--- src/macmh_pkg.sv ---
// Constants and types for the multicast filter and MAC configuration block
package macmh_pkg;

	// ----------------------------------------------------------------
	// Register map (byte offsets on the I/O register port)
	// ----------------------------------------------------------------
	localparam int unsigned ADDR_W          = 8;
	localparam logic [7:0]  OFS_MAC_CONFIG  = 8'h50;
	localparam logic [7:0]  OFS_FILTER_W0   = 8'h60;
	localparam logic [7:0]  OFS_FILTER_W1   = 8'h62;
	localparam logic [7:0]  OFS_FILTER_W2   = 8'h64;
	localparam logic [7:0]  OFS_FILTER_W3   = 8'h66;
	localparam int unsigned FILTER_WORDS    = 4;
	localparam int unsigned FILTER_WORD_W   = 16;

	// ----------------------------------------------------------------
	// mac_config fields and reset value
	// ----------------------------------------------------------------
	localparam logic [31:0] MAC_CONFIG_RST  = 32'h0000_0000;
	localparam logic [31:0] MAC_CONFIG_MASK = 32'h0000_0323;
	localparam int unsigned GAP_LSB         = 0;
	localparam int unsigned GAP_W           = 2;
	localparam int unsigned DUPLEX_BIT      = 5;
	localparam int unsigned PAUSE_BIT       = 8;
	localparam int unsigned BIG_FRAME_BIT   = 9;
	localparam logic [15:0] FILTER_RST      = 16'h0000;

	// ----------------------------------------------------------------
	// Inter-frame gap in bit times
	// ----------------------------------------------------------------
	localparam logic [9:0]  IFS_BT_0        = 10'h060;
	localparam logic [9:0]  IFS_BT_1        = 10'h080;
	localparam logic [9:0]  IFS_BT_2        = 10'h0E0;
	localparam logic [9:0]  IFS_BT_3        = 10'h220;

	// ----------------------------------------------------------------
	// Frame sizes and layout (byte indices from the first DA byte)
	// ----------------------------------------------------------------
	localparam logic [15:0] LEN_LIMIT_STD   = 16'h05EA;
	localparam logic [15:0] LEN_LIMIT_BIG   = 16'h118B;
	localparam logic [15:0] LEN_MAX         = 16'hFFFF;
	localparam logic [15:0] DA_LAST_IDX     = 16'h0005;
	localparam logic [15:0] CTRL_FIRST_IDX  = 16'h000C;
	localparam logic [15:0] CTRL_LAST_IDX   = 16'h000F;
	localparam logic [15:0] QUANTA_HI_IDX   = 16'h0010;
	localparam logic [15:0] QUANTA_LO_IDX   = 16'h0011;
	localparam int unsigned INDEX_W         = 6;

	// ----------------------------------------------------------------
	// PAUSE frame signature
	// ----------------------------------------------------------------
	localparam logic [47:0] PAUSE_DA        = 48'h0180_C200_0001;
	localparam logic [31:0] PAUSE_TYPE_OP   = 32'h8808_0001;

	// ----------------------------------------------------------------
	// Frame check CRC (reflected form)
	// ----------------------------------------------------------------
	localparam logic [31:0] CRC_POLY        = 32'hEDB8_8320;
	localparam logic [31:0] CRC_INIT        = 32'hFFFF_FFFF;

	// ----------------------------------------------------------------
	// Receive reset sequencer
	// ----------------------------------------------------------------
	localparam int unsigned RX_RST_CYCLES   = 16;

	typedef enum logic [1:0] {
		MACMH_RS_IDLE = 2'b01,
		MACMH_RS_BUSY = 2'b10
	} macmh_rst_state_t;

endpackage : macmh_pkg

--- src/macmh_crc_if.sv ---
// Carrier between the receive parser and the destination address CRC
`timescale 1ns/100ps
interface macmh_crc_if;
	logic        init;
	logic        valid;
	logic [7:0]  data;
	logic [31:0] crc;

	modport parser (output init, output valid, output data, input crc);
	modport engine (input init, input valid, input data, output crc);
endinterface : macmh_crc_if

--- src/macmh_crc.sv ---
// Byte-wide frame check CRC engine used over the destination address
`timescale 1ns/100ps
module macmh_crc (
	input  wire logic   sys_clk,
	input  wire logic   arst_n,
	macmh_crc_if.engine crc_port
);

	logic [31:0] crc_r;
	logic [31:0] crc_nxt;

	// ----------------------------------------------------------------
	// Next value: init restarts from all ones so no stale frame leaks
	// ----------------------------------------------------------------
	always_comb begin
		crc_nxt = crc_port.init ? macmh_pkg::CRC_INIT : crc_r;
		for (int i = 0; i < 8; i++) begin
			if (crc_nxt[0] ^ crc_port.data[i]) begin
				crc_nxt = (crc_nxt >> 1) ^ macmh_pkg::CRC_POLY;
			end else begin
				crc_nxt = crc_nxt >> 1;
			end
		end
	end

	always_ff @(posedge sys_clk or negedge arst_n) begin
		if (!arst_n) begin
			crc_r <= macmh_pkg::CRC_INIT;
		end else if (crc_port.valid) begin
			crc_r <= crc_nxt;
		end
	end

	assign crc_port.crc = crc_r;

endmodule : macmh_crc

--- src/macmh_top.sv ---
// Multicast hash filter and MAC configuration register
`timescale 1ns/100ps
module macmh_top #(
	parameter int unsigned RST_CYCLES = macmh_pkg::RX_RST_CYCLES
) (
	input  wire logic        sys_clk,
	input  wire logic        arst_n,
	input  wire logic [7:0]  io_addr,
	input  wire logic        io_wr,
	input  wire logic        io_rd,
	input  wire logic [3:0]  io_be,
	input  wire logic [31:0] io_wdata,
	output logic      [31:0] io_rdata,
	input  wire logic        group_filter_enable,
	input  wire logic        other_accept,
	input  wire logic        rx_valid,
	input  wire logic        rx_sof,
	input  wire logic        rx_eof,
	input  wire logic [7:0]  rx_data,
	input  wire logic        rx_fcs_ok,
	input  wire logic        carrier_sense,
	input  wire logic        carrier_sense_err,
	input  wire logic        receive_path_reset,
	input  wire logic        reset_sel_net,
	input  wire logic        reset_sel_fifo,
	input  wire logic        reset_sel_dma,
	output logic             rx_net_reset,
	output logic             rx_fifo_reset,
	output logic             rx_dma_reset,
	output logic             rx_reset_busy,
	output logic             filter_done,
	output logic             filter_accept,
	output logic             filter_multicast,
	output logic             frame_too_long_error,
	output logic             pause_req,
	output logic      [15:0] pause_quanta,
	output logic             tx_defer,
	output logic             carrier_loss_count_en,
	output logic      [9:0]  ifs_bit_times,
	output logic             duplex_both_ways,
	output logic             pause_handling_on,
	output logic             big_frame_limit
);

	// ----------------------------------------------------------------
	// Registers
	// ----------------------------------------------------------------
	logic [31:0] mac_config_r;
	logic [15:0] filter_word_r [macmh_pkg::FILTER_WORDS];
	logic [63:0] multicast_filter_table;
	logic [1:0]  gap_select;
	logic [1:0]  word_sel;
	logic        word_hit;
	logic        cfg_hit;
	always_comb begin
		cfg_hit  = 1'b0;
		word_hit = 1'b0;
		word_sel = 2'b00;
		if (io_addr == macmh_pkg::OFS_MAC_CONFIG) begin
			cfg_hit = 1'b1;
		end else if (io_addr == macmh_pkg::OFS_FILTER_W0) begin
			word_hit = 1'b1;
			word_sel = 2'b00;
		end else if (io_addr == macmh_pkg::OFS_FILTER_W1) begin
			word_hit = 1'b1;
			word_sel = 2'b01;
		end else if (io_addr == macmh_pkg::OFS_FILTER_W2) begin
			word_hit = 1'b1;
			word_sel = 2'b10;
		end else if (io_addr == macmh_pkg::OFS_FILTER_W3) begin
			word_hit = 1'b1;
			word_sel = 2'b11;
		end
	end
	// Reserved bits never store, so they always read back as zero
	always_ff @(posedge sys_clk or negedge arst_n) begin
		if (!arst_n) begin
			mac_config_r <= macmh_pkg::MAC_CONFIG_RST;
		end else if (io_wr && cfg_hit) begin
			for (int b = 0; b < 4; b++) begin
				if (io_be[b]) begin
					mac_config_r[8*b +: 8] <= io_wdata[8*b +: 8]
						& macmh_pkg::MAC_CONFIG_MASK[8*b +: 8];
				end
			end
		end
	end
	always_ff @(posedge sys_clk or negedge arst_n) begin
		if (!arst_n) begin
			for (int w = 0; w < macmh_pkg::FILTER_WORDS; w++) begin
				filter_word_r[w] <= macmh_pkg::FILTER_RST;
			end
		end else if (io_wr && word_hit) begin
			if (io_be[0]) begin
				filter_word_r[word_sel][7:0] <= io_wdata[7:0];
			end
			if (io_be[1]) begin
				filter_word_r[word_sel][15:8] <= io_wdata[15:8];
			end
		end
	end
	// Word 3 holds the top bits, word 0 the bottom ones
	assign multicast_filter_table = {filter_word_r[3], filter_word_r[2],
		filter_word_r[1], filter_word_r[0]};
	always_ff @(posedge sys_clk or negedge arst_n) begin
		if (!arst_n) begin
			io_rdata <= 32'h0000_0000;
		end else if (io_rd) begin
			if (cfg_hit) begin
				io_rdata <= mac_config_r;
			end else if (word_hit) begin
				io_rdata <= {16'h0000, filter_word_r[word_sel]};
			end else begin
				io_rdata <= 32'h0000_0000;
			end
		end
	end

	// ----------------------------------------------------------------
	// Configuration outputs
	// ----------------------------------------------------------------
	assign gap_select        = mac_config_r[macmh_pkg::GAP_LSB +:
		macmh_pkg::GAP_W];
	assign duplex_both_ways  = mac_config_r[macmh_pkg::DUPLEX_BIT];
	assign pause_handling_on = mac_config_r[macmh_pkg::PAUSE_BIT];
	assign big_frame_limit   = mac_config_r[macmh_pkg::BIG_FRAME_BIT];
	always_ff @(posedge sys_clk or negedge arst_n) begin
		if (!arst_n) begin
			ifs_bit_times <= macmh_pkg::IFS_BT_0;
		end else begin
			case (gap_select)
				2'b00: ifs_bit_times <= macmh_pkg::IFS_BT_0;
				2'b01: ifs_bit_times <= macmh_pkg::IFS_BT_1;
				2'b10: ifs_bit_times <= macmh_pkg::IFS_BT_2;
				default: ifs_bit_times <= macmh_pkg::IFS_BT_3;
			endcase
		end
	end
	// Duplex changes take hold at once; the host must reset both paths
	always_ff @(posedge sys_clk or negedge arst_n) begin
		if (!arst_n) begin
			tx_defer              <= 1'b0;
			carrier_loss_count_en <= 1'b0;
		end else begin
			tx_defer <= carrier_sense & ~duplex_both_ways;
			carrier_loss_count_en <= carrier_sense_err
				& ~duplex_both_ways;
		end
	end

	// ----------------------------------------------------------------
	// Receive path reset sequencer
	// ----------------------------------------------------------------
	macmh_pkg::macmh_rst_state_t rst_state_r;
	logic [7:0]  rst_cnt_r;
	logic [2:0]  rst_sel_r;

	always_ff @(posedge sys_clk or negedge arst_n) begin
		if (!arst_n) begin
			rst_state_r <= macmh_pkg::MACMH_RS_IDLE;
			rst_cnt_r   <= 8'h00;
			rst_sel_r   <= 3'b000;
		end else begin
			case (rst_state_r)
				macmh_pkg::MACMH_RS_IDLE: begin
					if (receive_path_reset) begin
						rst_state_r <= macmh_pkg::MACMH_RS_BUSY;
						rst_cnt_r   <= 8'(RST_CYCLES - 1);
						rst_sel_r   <= {reset_sel_dma, reset_sel_fifo,
							reset_sel_net};
					end
				end
				macmh_pkg::MACMH_RS_BUSY: begin
					if (rst_cnt_r == 8'h00) begin
						rst_state_r <= macmh_pkg::MACMH_RS_IDLE;
						rst_sel_r   <= 3'b000;
					end else begin
						rst_cnt_r <= rst_cnt_r - 8'h01;
					end
				end
				default: rst_state_r <= macmh_pkg::MACMH_RS_IDLE;
			endcase
		end
	end

	assign rx_reset_busy = (rst_state_r == macmh_pkg::MACMH_RS_BUSY);
	assign rx_net_reset  = rst_sel_r[0];
	assign rx_fifo_reset = rst_sel_r[1];
	assign rx_dma_reset  = rst_sel_r[2];
	// ----------------------------------------------------------------
	// Receive parser
	// ----------------------------------------------------------------
	macmh_crc_if crc_link ();

	macmh_crc u_crc (
		.sys_clk  (sys_clk),
		.arst_n   (arst_n),
		.crc_port (crc_link.engine)
	);
	logic [15:0] idx_cur;
	logic [15:0] byte_cnt_r;
	logic [15:0] len_cur;
	logic [15:0] len_limit;
	logic        mc_r;
	logic        da_done_r;
	logic        sig_ok_r;
	logic        sig_ok_cur;
	logic [7:0]  sig_byte;
	logic        sig_check;
	logic [15:0] quanta_r;
	logic [5:0]  hash_index;

	assign idx_cur = rx_sof ? 16'h0000 : byte_cnt_r;
	assign len_cur = (idx_cur == macmh_pkg::LEN_MAX) ? idx_cur
		: idx_cur + 16'h0001;
	assign len_limit = big_frame_limit ? macmh_pkg::LEN_LIMIT_BIG
		: macmh_pkg::LEN_LIMIT_STD;
	assign crc_link.init  = rx_valid & rx_sof;
	assign crc_link.valid = rx_valid
		& (idx_cur <= macmh_pkg::DA_LAST_IDX);
	assign crc_link.data  = rx_data;
	assign hash_index     = crc_link.crc[macmh_pkg::INDEX_W-1:0];
	// Expected PAUSE byte at this position; other positions are not checked
	always_comb begin
		sig_byte  = 8'h00;
		sig_check = 1'b0;
		if (idx_cur <= macmh_pkg::DA_LAST_IDX) begin
			sig_byte  = macmh_pkg::PAUSE_DA[8*(5 - idx_cur[2:0]) +: 8];
			sig_check = 1'b1;
		end else if (idx_cur >= macmh_pkg::CTRL_FIRST_IDX &&
			idx_cur <= macmh_pkg::CTRL_LAST_IDX) begin
			sig_byte  = macmh_pkg::PAUSE_TYPE_OP[8*(3 - idx_cur[1:0])
				+: 8];
			sig_check = 1'b1;
		end
	end

	assign sig_ok_cur = (rx_sof | sig_ok_r)
		& (~sig_check | (rx_data == sig_byte));
	// A network reset drops any frame in flight
	always_ff @(posedge sys_clk or negedge arst_n) begin
		if (!arst_n) begin
			byte_cnt_r <= 16'h0000;
			mc_r       <= 1'b0;
			da_done_r  <= 1'b0;
			sig_ok_r   <= 1'b0;
			quanta_r   <= 16'h0000;
		end else if (rx_net_reset) begin
			byte_cnt_r <= 16'h0000;
			mc_r       <= 1'b0;
			da_done_r  <= 1'b0;
			sig_ok_r   <= 1'b0;
		end else begin
			da_done_r <= rx_valid & (idx_cur == macmh_pkg::DA_LAST_IDX);
			if (rx_valid) begin
				byte_cnt_r <= len_cur;
				sig_ok_r   <= sig_ok_cur;
				if (rx_sof) begin
					mc_r <= rx_data[0];
				end
				if (idx_cur == macmh_pkg::QUANTA_HI_IDX) begin
					quanta_r[15:8] <= rx_data;
				end
				if (idx_cur == macmh_pkg::QUANTA_LO_IDX) begin
					quanta_r[7:0] <= rx_data;
				end
			end
		end
	end

	// ----------------------------------------------------------------
	// Filter decision, two cycles after the last address byte
	// ----------------------------------------------------------------
	always_ff @(posedge sys_clk or negedge arst_n) begin
		if (!arst_n) begin
			filter_done      <= 1'b0;
			filter_accept    <= 1'b0;
			filter_multicast <= 1'b0;
		end else begin
			filter_done <= da_done_r & ~rx_net_reset;
			if (da_done_r) begin
				filter_multicast <= mc_r;
				if (!mc_r) begin
					filter_accept <= other_accept;
				end else if (group_filter_enable) begin
					filter_accept <=
						multicast_filter_table[hash_index];
				end else begin
					filter_accept <= other_accept;
				end
			end
		end
	end

	// ----------------------------------------------------------------
	// End of frame: oversize and PAUSE detection
	// ----------------------------------------------------------------
	always_ff @(posedge sys_clk or negedge arst_n) begin
		if (!arst_n) begin
			frame_too_long_error <= 1'b0;
			pause_req            <= 1'b0;
			pause_quanta         <= 16'h0000;
		end else begin
			frame_too_long_error <= rx_valid & rx_eof & ~rx_net_reset
				& (len_cur >= len_limit);
			// With pause handling off a PAUSE frame stays plain data
			pause_req <= rx_valid & rx_eof & ~rx_net_reset
				& pause_handling_on & sig_ok_cur & rx_fcs_ok
				& (idx_cur > macmh_pkg::QUANTA_LO_IDX);
			if (rx_valid && rx_eof && pause_handling_on && sig_ok_cur) begin
				pause_quanta <= quanta_r;
			end
		end
	end

endmodule : macmh_top

--- config.mk ---
export PLATFORM = sky130hd
export DESIGN_NAME = macmh_top
export DESIGN_NICKNAME = d
export VERILOG_FILES = /design/src/macmh_pkg.sv /design/src/macmh_crc_if.sv /design/src/macmh_crc.sv /design/src/macmh_top.sv
export SDC_FILE = /design/constraint.sdc
export NUM_CORES = 1
export LEC_CHECK = 0
export ABC_CLOCK_PERIOD_IN_PS = 3850
export BUFFER_PORTS_ARGS = -buffer_cell sky130_fd_sc_hd__buf_2
export CORE_ASPECT_RATIO = 0.7
export CORE_UTILIZATION = 50
export CTS_CLUSTER_SIZE = 30
export DETAILED_ROUTE_END_ITERATION = 10
export GPL_ROUTABILITY_DRIVEN = 1
export HOLD_SLACK_MARGIN = 0.05
export PLACE_DENSITY = 0.78
export SETUP_SLACK_MARGIN = 0.1
export SYNTH_ARGS = -nofsm -noshare
export SYNTH_HDL_FRONTEND = slang
export SYNTH_SLANG_ARGS = --single-unit
export TNS_END_PERCENT = 50
--- constraint.sdc ---
create_clock -name sys_clk -period 3.85 [get_ports sys_clk]
set_clock_uncertainty 0.15 [all_clocks]
set_input_delay 0.77 -clock sys_clk [delete_from_list [all_inputs] [get_ports sys_clk]]
set_output_delay 0.77 -clock sys_clk [all_outputs]
set_load 0.01 [all_outputs]
======== Yosys cells after proc, flatten, opt, wreduce, memory -nomap -nowiden ========
Cells that the tools add are included.
cells by class
  bitwise logic cells ..................... 36
  add/sub/neg operators ................... 4
  reductions and logical operators ........ 20
  shift-type cells ........................ 2
  multiply operators ...................... 0
  order comparisons ....................... 8
  multiplexer cells ....................... 63
  eq/ne operators ......................... 17
  divide/modulo/power cells ............... 0
operators with widths
  kind                                                                               count
  32-bit two-way mux                                                                 9
  64-bit two-way mux                                                                 3
  16-bit two-way mux                                                                 9
  64-bit bitwise mux                                                                 2
  13-bit inverter with 14-bit output                                                 8
  16-bit demux with 2-bit select                                                     2
  48-bit by 33-bit indexed part select with 8-bit output, first input constant       1
  8-bit by 7-bit equality test with 1-bit output, second input constant              5
  8-bit two-way mux                                                                  5
  32-bit by 33-bit indexed part select with 8-bit output, first input constant       1
  16-bit binary-select mux with 2-bit select                                         1
  16-bit by 5-bit equality test with 1-bit output, second input constant             2
  10-bit one-hot mux with 3 select lines                                             1
  1-bit two-way mux                                                                  17
  16-bit by 1-bit adder with 16-bit output, second input constant                    1
  16-bit equality test, second input constant                                        1
  16-bit by 3-bit equality test with 1-bit output, second input constant             1
  16-bit by 13-bit >= comparator with 1-bit output                                   1
  16-bit by 4-bit >= comparator with 1-bit output, second input constant             1
  16-bit by 5-bit > comparator with 1-bit output, second input constant              1
  16-bit by 3-bit less-or-equal comparator with 1-bit output, second input constant  1
  16-bit by 4-bit less-or-equal comparator with 1-bit output, second input constant  1
  8-bit one-hot mux with 2 select lines                                              1
  1-bit AND                                                                          14
  27 further kinds                                                                   61
word-level totals
  register bits after elaboration ......... 214
  latch bits .............................. 0
  memory bits (read-only) ................. 0
  memories kept ........................... 0
  output and inout port bits .............. 72
  input port bits ......................... 68
  memory bits (writable) .................. 0
  logic and storage cells ................. 176

======== Depth between registers and ports, before layout ========
Gate-level depths: netlist (run 1).
  depth after elaboration ................. 18
  gate-level depth with buffers ........... 14
  mapped depth without buffers ............ 12

======== Cells and area by module ========
A second synthesis (run 1) with hierarchy kept.
second synthesis, totals
  cells, all modules ...................... 1031
  area total of the unflattened synthesis .. 11338.4 um2
modules (own cells, without submodules)
  module     area an instance (um2)  instances  cells each  sequential area each (um2)
  macmh_top  9105.0                  1          819         4007.6
  macmh_crc  2233.4                  1          212         840.8

======== Worst setup path before layout (run 1) ========
No wires, ideal clock.
  kind .................................... in2reg
  from .................................... input rx_sof
  to ...................................... register pause_quanta[10]
  arrival ................................. 3.530 ns
  data required time ...................... 3.571 ns
  setup slack ............................. 0.041 ns
  stages on the path ...................... 13
  buffers on the path ..................... 4
  library setup time ...................... 0.129 ns
  path through ............................ buf_6 buf_2 buf_1 nor2b_1 ha_1 or3b_1 a211oi_1 a21oi_1 xnor2_1 o31a_2 buf_2 o211ai_1 nand3_1
between the ends
  word-level cells in the longest chain between the ends .. 9
  elaborated cells between the ends (all ways) .. 19
  classes of those cells .................. 2 x add/sub; 3 x order compare; 1 x eq/ne; 2 x shift; 5 x mux; 4 x bitwise; 2 x reduce/logical
RTL lines
  element                                                                                      line                                RTL
  from (decl)                                                                                  macmh_top.sv:17                     input wire logic rx_sof,
  16-bit two-way mux                                                                           macmh_top.sv:213                    assign idx_cur = rx_sof ? 16'h0000 : byte_cnt_r;
  2-bit by 2-bit subtractor with 3-bit output, or another cell as far along                    macmh_top.sv:232                    sig_byte = macmh_pkg::PAUSE_TYPE_OP[8*(3 - idx_cur[1:0])
  32-bit by 33-bit indexed part select with 8-bit output or 1-bit logical AND (tied branches)  macmh_top.sv:232, macmh_top.sv:230
  8-bit two-way mux or 1-bit two-way mux (tied branches)                                       macmh_top.sv:230                    end else if (idx_cur >= macmh_pkg::CTRL_FIRST_IDX &&
  8-bit two-way mux or 1-bit two-way mux (tied branches)                                       macmh_top.sv:227                    if (idx_cur <= macmh_pkg::DA_LAST_IDX) begin
  8-bit equality test or 1-bit inverter (tied branches)                                        macmh_top.sv:239                    & (~sig_check | (rx_data == sig_byte));
  1-bit OR                                                                                     macmh_top.sv:239
  1-bit AND (*)                                                                                macmh_top.sv:239
  1-bit logical AND (*)                                                                        macmh_top.sv:310                    if (rx_valid && rx_eof && pause_handling_on && sig_ok_cur) begin
  to (signal assigned)                                                                         macmh_top.sv:311                    pause_quanta <= quanta_r;
  to (decl)                                                                                    macmh_top.sv:36                     output logic [15:0] pause_quanta,
Mark *: on every way between the ends. The rest lies on a longest branch, timed or not.
A chain may end at the register's enable or synchronous reset.

======== Final worst setup path (run 1) ========
  from .................................... input rx_sof
  to ...................................... register pause_quanta[12]
The elaborated chain is that of the path after synthesis.

==> impl_summary.md, run 1 <==
Clock network
The number of CTS-inserted buffers is 17. The worst-case clock buffer depth is 2. TritonCTS built the clock tree. Buffers inserted to repair hold after CTS numbered 0. The library cell used as clock root buffer is sky130_fd_sc_hd__clkbuf_16.

For the worst-skew pair, the clock arrives at the later sink with an insertion delay of 0.44 ns. The number of setup buffers added after CTS is 0. The post-CTS clock slew at the launch and capture registers of the worst setup and hold paths is ~0.080 ns. Clock tree synthesis found a total of roughly 190 sinks. Post-CTS repair changed the size of 0 cells. The H-tree depth reported by CTS is 4.

Logic synthesis
The fraction of synthesized cell area in xor and xnor cells is 0.0914. After synthesis, the mean cell area works out to roughly 11 sq um. The cell count after synthesis is 1,014.

The post-synthesis compound-gate area fraction is 0.0982. Of the total synthesized cell area, the portion taken by full adders, half adders and majority gates is 0.0169. The largest total area in the synthesized netlist belongs to sky130_fd_sc_hd__dfrtp_1. The simple logic cell fraction of the synthesized area is 0.136.

In this run, synthesis produced a sequential element count of roughly 190. Of all flip-flops after synthesis, the portion carrying an async set or reset was 1.00. The distinct cell type count of the synthesized netlist is 73.

The yosys synthesis warning count is 0. The proportion of netlist area held by the largest area contributor is 0.353. For this run, the leading register cell type out of synthesis is sky130_fd_sc_hd__dfrtp_1.

In this run, synthesis inferred 0 flip-flops with an integrated enable. After synthesis, the largest family of logic cells by area is multiplexers. Measured against the total synthesized area, the mux share comes to 0.169. In the post-synthesis netlist, the biggest area contributors are sky130_fd_sc_hd__dfrtp_1, sky130_fd_sc_hd__mux2_2, sky130_fd_sc_hd__dfstp_2. After synthesis the cells add up to between 0.01 and 0.015 sq mm. Of the synthesized area, sequential elements account for 0.436.

STA
The worst path needs approximately 3.4 ns of the cycle, external delays included. The fmax is about 300 MHz. Measured against its own limit, the worst slew margin works out to 0.159. The portion of the clock cycle consumed by the worst path in the final layout is 0.873. The number of pins with negative max-slew slack in the final report is 0. The final number of hold-violating endpoints came to 0. Adding up every negative setup slack in the final design gives 0 ns.

The count of endpoints failing setup in the final report is 0. The transition at the pin with the smallest max-transition slack is about 1.3 ns. Setup repair after global routing left no endpoint under its margin.

Worst setup path
The worst setup path is of the in -> reg kind. The worst flop-to-flop path endpoint is pause_quanta[12]. The critical path's largest stage delay is 0.49 ns.

The launching point of the worst reg2reg path is byte_cnt_r[1]. Of all nets on the critical path, the largest fanout is 18. The signal on the critical path passes through buf_2 -> nor2b_1 -> ha_1 -> or3b_1 -> a211oi_1 -> a21oi_1 -> xnor2_1 -> o31a_2 -> o211ai_1 -> nand3_1. The cell with the biggest individual delay on the critical path is sky130_fd_sc_hd__o31a_2.

The slack of the worst reg-to-reg path is approximately 0.53 ns. The logic depth of the worst register-to-register path is 9. The worst setup path is launched from an input pin.

STA puts the critical path data arrival time at roughly 3.5 ns. The worst setup path is captured at a flip-flop. The required arrival time at the worst endpoint is between 4 and 5 ns.

Pwr
Summed over all cells, the static leakage comes to around 5.6 nW. The worst-case IR drop observed on VDD is approximately 0.45 mV. Dividing total power by cell area gives a power density of between 500 and 600 mW/mm^2.

Floorplanning
The die covers about 0.023 sq mm. The placeable core region is 0.0217 sq mm. The initial utilization of the core area, before any placement, comes to 0.512. The number of standard-cell rows in the floorplan is 45. The chip width is between 150 and 200 um. The count of pins on the block boundary is 140.

The floorplan step set the die height to about 130 um.

Place
The cell area reported after detailed placement is approximately 0.012 sq mm. The count of buffers added on input and output ports is a little under 100. The weighted congestion at the end of routability-driven global placement is 0.879. Detailed placement ended at an HPWL of approximately 18,000 um.

Routing
In the final routed layout, each cell accounts on average for ~19 um. Dividing the detail-routed via count by the number of cells gives ~6. The routed layout has 8,207 vias. After detailed routing, the number of remaining DRC violations is 0.

The number of DRC markers in iteration 0 is just under 800. The length of the first detailed-routing pass in iterations is 5. The post-route antenna net violation count is 0. For this block, the routed nets add up to between 20,000 and 30,000 um of wire.

Finish
The area added between synthesis and finish is 11.6%. The net count reported at finish is 1,179. The final non-filler cell area is 0.0124 sq mm. At the end of the flow the core is filled with cells to 0.571.

In the final layout, the share of cells above drive strength 1 is 0.317.

Run
Across the run, the number of max-cap violations was 0.

Global route
The largest net degree at the start of global routing is 67. The leftover overflow at the end of global routing is 0. The initial antenna violation count is 1. The via count of the first global-routing pass is approximately 8.0k. For this run, the total global-route usage over all layers was measured as 0.241. The first-pass GRT wire length is between 40,000 and 50,000 um.

Worst hold path
The worst hold path belongs to the class in -> async.

Run status
The run finished with clean final reports.
metal layers:
| layer | track usage | up-vias | wire [um] |
|---|---|---|---|
| met5 | 0 | - | 0 |
| met3 | 0.0528 | 44 | 1820 |
| met1 | 0.343 | 4090 | 12000 |
| met4 | 0.0704 | 0 | 482 |
| met2 | 0.369 | 310 | 12100 |
| li1 | - | 3763 | - |
cell usage after synthesis, drive strengths merged (5+ instances only):
cell type	number
mux2	88
a22oi	8
o211ai	18
nand4	21
mux2i	8
dfstp	35
and3	19
nand3	42
mux4	36
dfrtp	157
nor4	6
ha	15
nor3	10
xor2	23
and2	5
nand2	56
xnor2	75
o21ai	52
clkbuf	32
buf	53
a211oi	8
inv	27
nor2b	13
a21oi	49
nor2	92
nand2b	10
cell families (layout without fill, tap and decap cells):
kind of cell | after synthesis | in the layout
xor+xnor | 98 | 98
other cells | 1 | 23
simple gates | 298 | 298
fa+ha+maj | 15 | 15
mux | 132 | 132
buf+inv | 112 | 186
compound gates | 166 | 166
flops | 192 | 192
where the power goes:
part	total [mW]	internal [mW]	switching [mW]	leakage [nW]
clock	1.78	0.910	0.874	0.294
sequential	2.75	2.41	0.343	2.51
combinational	2.69	1.28	1.41	2.83
critical path: cells and delay by family:
| family | cells | cell delay (ns) |
|---|---|---|
| AO/OA/AOI/OAI | 4 | 1.24 |
| XOR/XNOR | 1 | 0.18 |
| adder cells (fa/ha/maj) | 1 | 0.39 |
| buffers and inverters | 1 | 0.32 |
| AND/OR/NAND/NOR | 3 | 0.61 |
registers in the layout, indices dropped and copies added (netlist names):
| name | count |
|---|---|
| pause_quanta | 16 |
| byte_cnt_r | 16 |
| mc_r | 1 |
| rst_state_r | 2 |
| carrier_loss_count_en | 1 |
| quanta_r | 16 |
| io_rdata | 16 |
| u_crc.crc_port.crc | 32 |
| pause_req | 1 |
| da_done_r | 1 |
| filter_multicast | 1 |
| filter_accept | 1 |
| rst_cnt_r | 8 |
| ifs_bit_times | 4 |
| rst_sel_r | 3 |
| mac_config_r | 5 |
| sig_ok_r | 1 |
| frame_too_long_error | 1 |
| filter_word_r | 64 |
| filter_done | 1 |
| tx_defer | 1 |
stage by stage:
| stage | hold slack (ns) | setup WS, ns | power [mW] | instances |
|---|---|---|---|---|
| floorplan | 0.292 | 0.145 | 4.90 | 1035 |
| global placement | 0.300 | 0.242 | 5.35 | 1359 |
| detailed placement | 0.314 | 0.0824 | 5.44 | 1359 |
| CTS | 0.174 | 0.548 | 7.28 | 1391 |
| global route | 0.201 | 0.324 | 7.64 | 1391 |
| finish | 0.172 | 0.489 | 7.23 | 1392 |
worst max path at each step:
stage	startpoint	to	slack (ns)	cells after the start
after CTS	rx_sof	pause_quanta[0]	0.55	10
after detailed placement	rx_sof	pause_quanta[14]	0.08	10
after global placement	rx_sof	pause_quanta[4]	0.24	10
after floorplan	rx_sof	pause_quanta[10]	0.14	13
final	rx_sof	pause_quanta[12]	0.49	10
after global routing	rx_sof	pause_quanta[8]	0.32	11
final cells by class:
class	count	area, sq um
antenna	1	2.50
clock buffer	19	453
clock inverter	13	153
fill	1816	9320
inverter	27	101
multi-input combinational	731	5780
sequential	192	4850
tap	282	353
timing repair buffer	127	727
layout by cell type, fill, tap and decap left out, types with 17 or more instances in the layout:
cell,netlist,routed
sky130_fd_sc_hd__nand3_1,41,41
sky130_fd_sc_hd__inv_1,27,27
sky130_fd_sc_hd__buf_2,12,98
sky130_fd_sc_hd__mux4_2,36,36
sky130_fd_sc_hd__nand4_1,21,21
sky130_fd_sc_hd__mux2_2,88,88
sky130_fd_sc_hd__dfrtp_1,157,157
sky130_fd_sc_hd__nor2_1,91,91
sky130_fd_sc_hd__a21oi_1,45,45
sky130_fd_sc_hd__buf_4,29,27
sky130_fd_sc_hd__nand2_1,56,56
sky130_fd_sc_hd__o21ai_0,46,46
sky130_fd_sc_hd__dfstp_2,35,35
sky130_fd_sc_hd__o211ai_1,18,18
sky130_fd_sc_hd__and3_1,19,19
sky130_fd_sc_hd__conb_1,1,22
sky130_fd_sc_hd__xor2_1,21,21
sky130_fd_sc_hd__clkbuf_16,0,17
sky130_fd_sc_hd__xnor2_1,65,65
No activity file was read; power rests on OpenSTA's default activity.
==> run 2: changes to the inputs <==
- CORE_ASPECT_RATIO: 0.7 -> not set
==> impl_summary.md, run 2 (synthesized netlist as in run 1, its figures left out) <==
Run status
The run finished with clean final reports.

Finish
0 antenna diodes ended up in the layout. In the layout the commonest cells are sky130_fd_sc_hd__dfrtp_1, sky130_fd_sc_hd__buf_2, sky130_fd_sc_hd__nor2_1. The area added between synthesis and finish is 12.3%. Once layout is complete, the cells apart from fillers number between 1k and 1.5k.

Summing all multi-input logic gate instances after layout gives 0.00578 sq mm. The leading cell type in the layout, fill and taps excluded is sky130_fd_sc_hd__dfrtp_1. The register bank with the most flops is filter_word_r. In the final design database the tool counted 1,188 nets. Of the cells placed in the final design, the portion with a size suffix greater than 1 is 0.320. The final-layout fill cell count is around 1.8k. The flip-flop count of the largest register, all copies and words added is between 60 and 70. Summing all flip-flop and latch instances after layout gives ~0.0048 sq mm.

Routing
The aggregate routed wire length is about 26,000 um. The via count is slightly above 8k. After detailed routing, the average wire length per cell comes to ~19 um. The post-route antenna net violation count is 0. In the routed design, unresolved DRC markers number 0. The number of DRC markers in iteration 0 is around 570. The length of the first detailed-routing pass in iterations is 5. The number of vias per cell after detailed routing is slightly below 6.

Clock network
The cell sitting at the root of the clock tree is a sky130_fd_sc_hd__clkbuf_16. The clock sink count is between 150 and 200. The number of buffers inserted by hold repair at cts is 0.

The H-tree depth reported by CTS is 4. The post-cts gate resize count is 0. The clock reaches the later pin of the worst-skew pair after between 0.4 and 0.5 ns. Buffers added to address setup during post-CTS repair amount to 0. The post-CTS clock slew at the launch and capture registers of the worst setup and hold paths is ~0.08 ns. The worst-case clock buffer depth is 2. The number of clock buffers added by TritonCTS is 17. The CTS tree is built.

STA
The final number of hold-violating endpoints was 0. The transition at the pin with the smallest max-transition slack is roughly 1.3 ns. The number of pins with negative max-slew slack in the final report came to 0. The count of endpoints failing setup in the final report is 0. The final period demand of the worst path is ~3.3 ns. Setup total negative slack on the finished layout was measured at 0 ns. The headroom to the max-slew limit is 0.143. Setup repair after global routing left no endpoint under its margin. Of the available clock period, the critical path in the final layout requires 0.867. For this run, the top clock speed supported by timing is approximately 300 MHz.

Place
The weighted congestion at the end of routability-driven global placement is 0.893. Buffers placed on the I/O ports in this run total 99. The HPWL after detailed placement is 18,300 um. In this run, placement finished with an instance count of 1,366.

Floorplanning
The die area is 0.0228 sq mm. After floorplanning, the core was divided into 54 placement rows. The count of pins on the block boundary is 140. The floorplan step defined a core boundary enclosing about 0.022 sq mm. The floorplan step set the die width to 151 um. The initial core utilization is 0.510. The die height is approximately 150 um.

Pwr
The static leakage is roughly 5.7 nW. The power per standard cell area is about 580 mW/mm^2. The worst IR drop on VDD is approximately 0.36 mV.

Global route
The via count of the first global-routing pass is between 7k and 8k. For this run the aggregate overflow at the end of global routing stands at 0. Entering global routing, the biggest net connects slightly below 90 pins. The initial antenna violation count is 0. The first global-routing pass estimated roughly 43,000 um of wire. In the global route stage, overall resource usage came out at 0.244.

Worst setup path
Setup slack on the worst reg-to-reg path comes out at between 0.5 and 0.6 ns. The worst register-to-register path has a depth of 9. The startpoint type of the worst setup path is an input pin.

The maximum fanout along the worst path is 10. The arrival time reported for the critical path endpoint is 3.50 ns. The type of the worst setup path is in -> reg. STA classifies the critical path endpoint as a flip-flop. The required arrival time at the worst endpoint is about 4.0 ns.

Run
Max-cap violations in this run came to 0.

Worst hold path
The tightest min-delay check is of the in -> async type.
[run 2: cell count changes in the layout (fill, tap and decap cells not counted), sizes merged]
cell,change
buf,+9
bufinv,+1
clkbuf,+2
clkinv,-1
clkinvlp,-1
diode,-1
inv,-1
[run 2: worst paths after layout]
kind | from | to
worst max-delay path | rx_sof | frame_too_long_error
worst min-delay path | arst_n | filter_word_r[51]
worst max register to register | byte_cnt_r[2] | pause_quanta[7]
worst min register to register | u_crc.crc_port.crc[21] | u_crc.crc_port.crc[21]
max in group asynchronous | arst_n | ifs_bit_times[5]
min in group sys_clk | u_crc.crc_port.crc[21] | u_crc.crc_port.crc[21]
[run 2: where the power goes]
part / leakage, nW / total, mW / internal [mW] / switching, mW
clock network: 0.295 / 1.81 / 0.962 / 0.849
logic: 2.88 / 2.73 / 1.31 / 1.42
registers: 2.51 / 2.73 / 2.41 / 0.315
total: 5.68 / 7.27 / 4.68 / 2.59
[run 2: per-stage QoR]
| stage | power, mW | hold WS (ns) | util | worst slack, ns | cell area [sq um] |
|---|---|---|---|---|---|
| 2_1_floorplan | 4.90 | 0.292 | - | 0.145 | 11200 |
| 3_3_place_gp | 5.41 | 0.302 | 0.544 | 0.235 | 11900 |
| 3_5_place_dp | 5.47 | 0.307 | 0.544 | 0.163 | 11900 |
| 4_1_cts | 7.31 | 0.246 | 0.572 | 0.570 | 12500 |
| 5_1_grt | 7.68 | 0.265 | 0.572 | 0.276 | 12500 |
| 6_report | 7.27 | 0.229 | 0.572 | 0.513 | 12500 |
[run 2: layout make-up]
type / count / area share
Multi-Input combinational cell: 731 / 0.463
Clock buffer: 21 / 0.0369
Inverter: 27 / 0.00812
Sequential cell: 192 / 0.388
Timing Repair Buffer: 136 / 0.0646
Clock inverter: 11 / 0.0112
Tap cell: 280 / 0.0281
[run 2: metal layers]
layer	vias up	global-route usage	part of all wire
met1	4070	0.335	0.44
met5	-	0	0
met4	0	0.0725	0.018
met3	33	0.0434	0.056
met2	303	0.394	0.49
li1	3773	-	-
[run 2: critical path: stages]
cell and delay, ns:
sky130_fd_sc_hd__buf_2 0.17, sky130_fd_sc_hd__buf_4 0.18, sky130_fd_sc_hd__nor2b_1 0.23, sky130_fd_sc_hd__nand4_1 0.23, sky130_fd_sc_hd__o311ai_2 0.49, sky130_fd_sc_hd__o21ai_0 0.17, sky130_fd_sc_hd__a21oi_1 0.19, sky130_fd_sc_hd__ha_1 0.27
sky130_fd_sc_hd__a311oi_1 0.29, sky130_fd_sc_hd__o21ai_0 0.18, sky130_fd_sc_hd__a32oi_1 0.24, sky130_fd_sc_hd__nand2_1 0.08
==> run 3: changes to the inputs <==
- CORE_UTILIZATION: 50 -> 59
- PLACE_DENSITY: 0.78 -> 0.89
==> impl_summary.md, run 3 (synthesized netlist as in run 1, its figures left out) <==
Routing
The length of the first detailed-routing pass in iterations is 7. The aggregate routed wire length is 27,100 um. After the first detailed-routing iteration, the DRC count stood at 801. After detailed routing, the number of vias per cell comes to ~6.4. After detailed routing, the number of remaining DRC violations is 0. The via count is about 8.5k. The count of nets left with antenna violations once routing finished came out at 0. The average routed wire per standard cell is 20.2 um.

STA
Setup repair after global routing left no endpoint under its margin. After layout, the worst setup slack is approximately 0.36 ns. For the pin with the worst max-slew slack, the measured transition is roughly 1.2 ns. Based on the critical path, the design can be clocked at up to between 200 and 300 MHz. In the finished design, the share of the clock period the worst path needs comes to 0.905. The worst path needs 3.49 ns of the cycle, external delays included. The count of endpoints failing setup in the final report is 0. Summed over all failing endpoints, the final setup total negative slack is 0 ns. The number of pins with negative max-slew slack in the final report is 0.

The final number of hold-violating endpoints was 0. The headroom to the max-slew limit is 0.185.

Place
Buffers placed on the I/O ports in this run total a little under 100. In this run, placement finished with an instance count of about 1.3k. At the end of routability-driven placement, the weighted congestion stood at a little under 0.9. The HPWL after detailed placement is between 15,000 and 20,000 um.

The post-placement worst setup slack is ~0.12 ns.

Worst setup path
The slack of the worst reg-to-reg path is ~0.36 ns. The launching point of the worst reg2reg path is byte_cnt_r[3]. The worst setup path is launched from a flip-flop. The slowest stage of the critical path is the sky130_fd_sc_hd__dfrtp_1 cell.

The arrival time reported for the critical path endpoint is 3.65 ns. STA puts the critical path data required time at ~4.0 ns. The largest single stage delay on the critical path is approximately 0.68 ns. The logic depth of the worst register-to-register path is 10. STA classifies the critical path endpoint as a flip-flop. The endpoint identified for the worst register-to-register timing path is frame_too_long_error. Walking the worst path, the cells encountered are and4b_1 -> nand3_1 -> o311ai_2 -> o21ai_0 -> a21oi_1 -> ha_1 -> a311oi_1 -> o21ai_0 -> a32oi_1 -> nand2_1. The most prevalent standard cell on the critical path is sky130_fd_sc_hd__o21ai_0. Along the worst path, the maximum fanout reaches 14. The worst setup path is of the reg -> reg kind.

Clock network
The H-tree depth reported by CTS is 4. Gates resized during post-CTS repair numbered 0. After clock tree synthesis, the clock-pin slew on the worst setup and hold paths is approximately 0.07 ns.

TritonCTS built the clock tree. In this run the clock root is driven by a sky130_fd_sc_hd__clkbuf_16. No sink is reached through more buffers than the 2 on the longest clock path. The number of buffers inserted by hold repair at cts is 0.

The number of setup buffers added after CTS is 0. The number of CTS-inserted buffers is 17. The clock insertion delay at the later pin of the skew report is 0.44 ns. Counting every sink on the clock net gives approximately 190.

Pwr
The worst IR drop on VDD is between 0.5 and 0.6 mV. The total power is 7.24 mW. The analysis attributes to cell leakage a power of 5.63 nW. Dividing total power by cell area gives a power density of roughly 590 mW/mm^2.

Finish
The library cell used most frequently in the layout, excluding fill and tap cells, is sky130_fd_sc_hd__dfrtp_1. Leaving out fill and tap cells, the most frequent cells in the layout are sky130_fd_sc_hd__dfrtp_1, sky130_fd_sc_hd__buf_2, sky130_fd_sc_hd__nor2_1. Excluding fillers, the count of instances in the completed layout stands at about 1.3k.

Of the cells placed in the final design, the portion with a size suffix greater than 1 is 0.316. The register with the most flip-flops in the final layout is filter_word_r. The area growth from synthesis to layout is 10.9%.

The core occupancy in the finished layout is 0.677. The net count reported at finish is 1,180. The register with the most flip-flops in the layout has 64 of them.

Floorplanning
The die height is around 140 um. The placeable core region is between 0.015 and 0.02 sq mm. The die area is between 0.015 and 0.02 sq mm. In this run the count of I/O pins placed on the die edge is between 100 and 150. The die is between 100 and 150 um wide. Row generation in the floorplan step produced 49 rows.

For this configuration, the core starts out at a cell density of 0.611.

Global route
For this run, the total global-route usage over all layers was measured as 0.291. The initial antenna violation count came to 1. The via count of the first global-routing pass is about 8.5k. The first-pass GRT wire length is around 44,000 um. Entering global routing, the biggest net connects 80 pins. For this run the aggregate overflow at the end of global routing stands at 0.

Worst hold path
The type of the most critical hold path is in -> async.

Run
The tool flagged a number of max-cap violations equal to 0.

Run status
The flow ran to the end, and the final reports show no timing, DRC or antenna violations.
## run 3: cell count changes in the layout (fill, tap and decap cells not counted), sizes merged
cell,before,now
buf,135,127
clkbuf,22,19
clkinv,3,6
clkinvlp,0,1
diode,0,2
inv,34,32
## run 3: per-stage QoR
step,cell area [sq um],hold WS (ns)
after floorplan,11200,0.292
after global placement,11700,0.301
after detailed placement,11700,0.317
after CTS,12300,0.202
after global routing,12300,0.212
final,12300,0.177
## run 3: layout make-up
type                            count  area [sq um]
Antenna cell                        2          5.00
Clock buffer                       18           429
Clock inverter                     13           151
Fill cell                        1253          5880
Inverter                           27           101
Multi-Input combinational cell    731          5780
Sequential cell                   192          4850
Tap cell                          229           287
Timing Repair Buffer              128           734
## run 3: worst max-delay path by stage
stage	from	endpoint	slack [ns]
2_1_floorplan	rx_sof	pause_quanta[10]	0.14
3_3_place_gp	rx_sof	pause_quanta[12]	0.25
3_5_place_dp	rx_sof	pause_quanta[13]	0.12
4_1_cts	byte_cnt_r[3]	frame_too_long_error	0.45
5_1_grt	byte_cnt_r[3]	frame_too_long_error	0.13
6_report	byte_cnt_r[3]	frame_too_long_error	0.36
## run 3: routing by layer
layer	track usage	vias up	part of all wire
met2	0.478	478	0.50
met4	0.157	0	0.040
met3	0.0520	92	0.071
li1	-	3767	-
met5	0	-	0
met1	0.368	4186	0.39
## run 3: critical path: cells and delay by family, from the launching register on
family          cells  cell delay, ns
compound gates      6            1.66
flops               1            0.68
simple gates        3            0.60
fa+ha+maj           1            0.28
## run 3: power breakdown
group | switching [mW] | internal, mW
clock network | 0.834 | 0.918
registers | 0.350 | 2.41
logic | 1.44 | 1.29
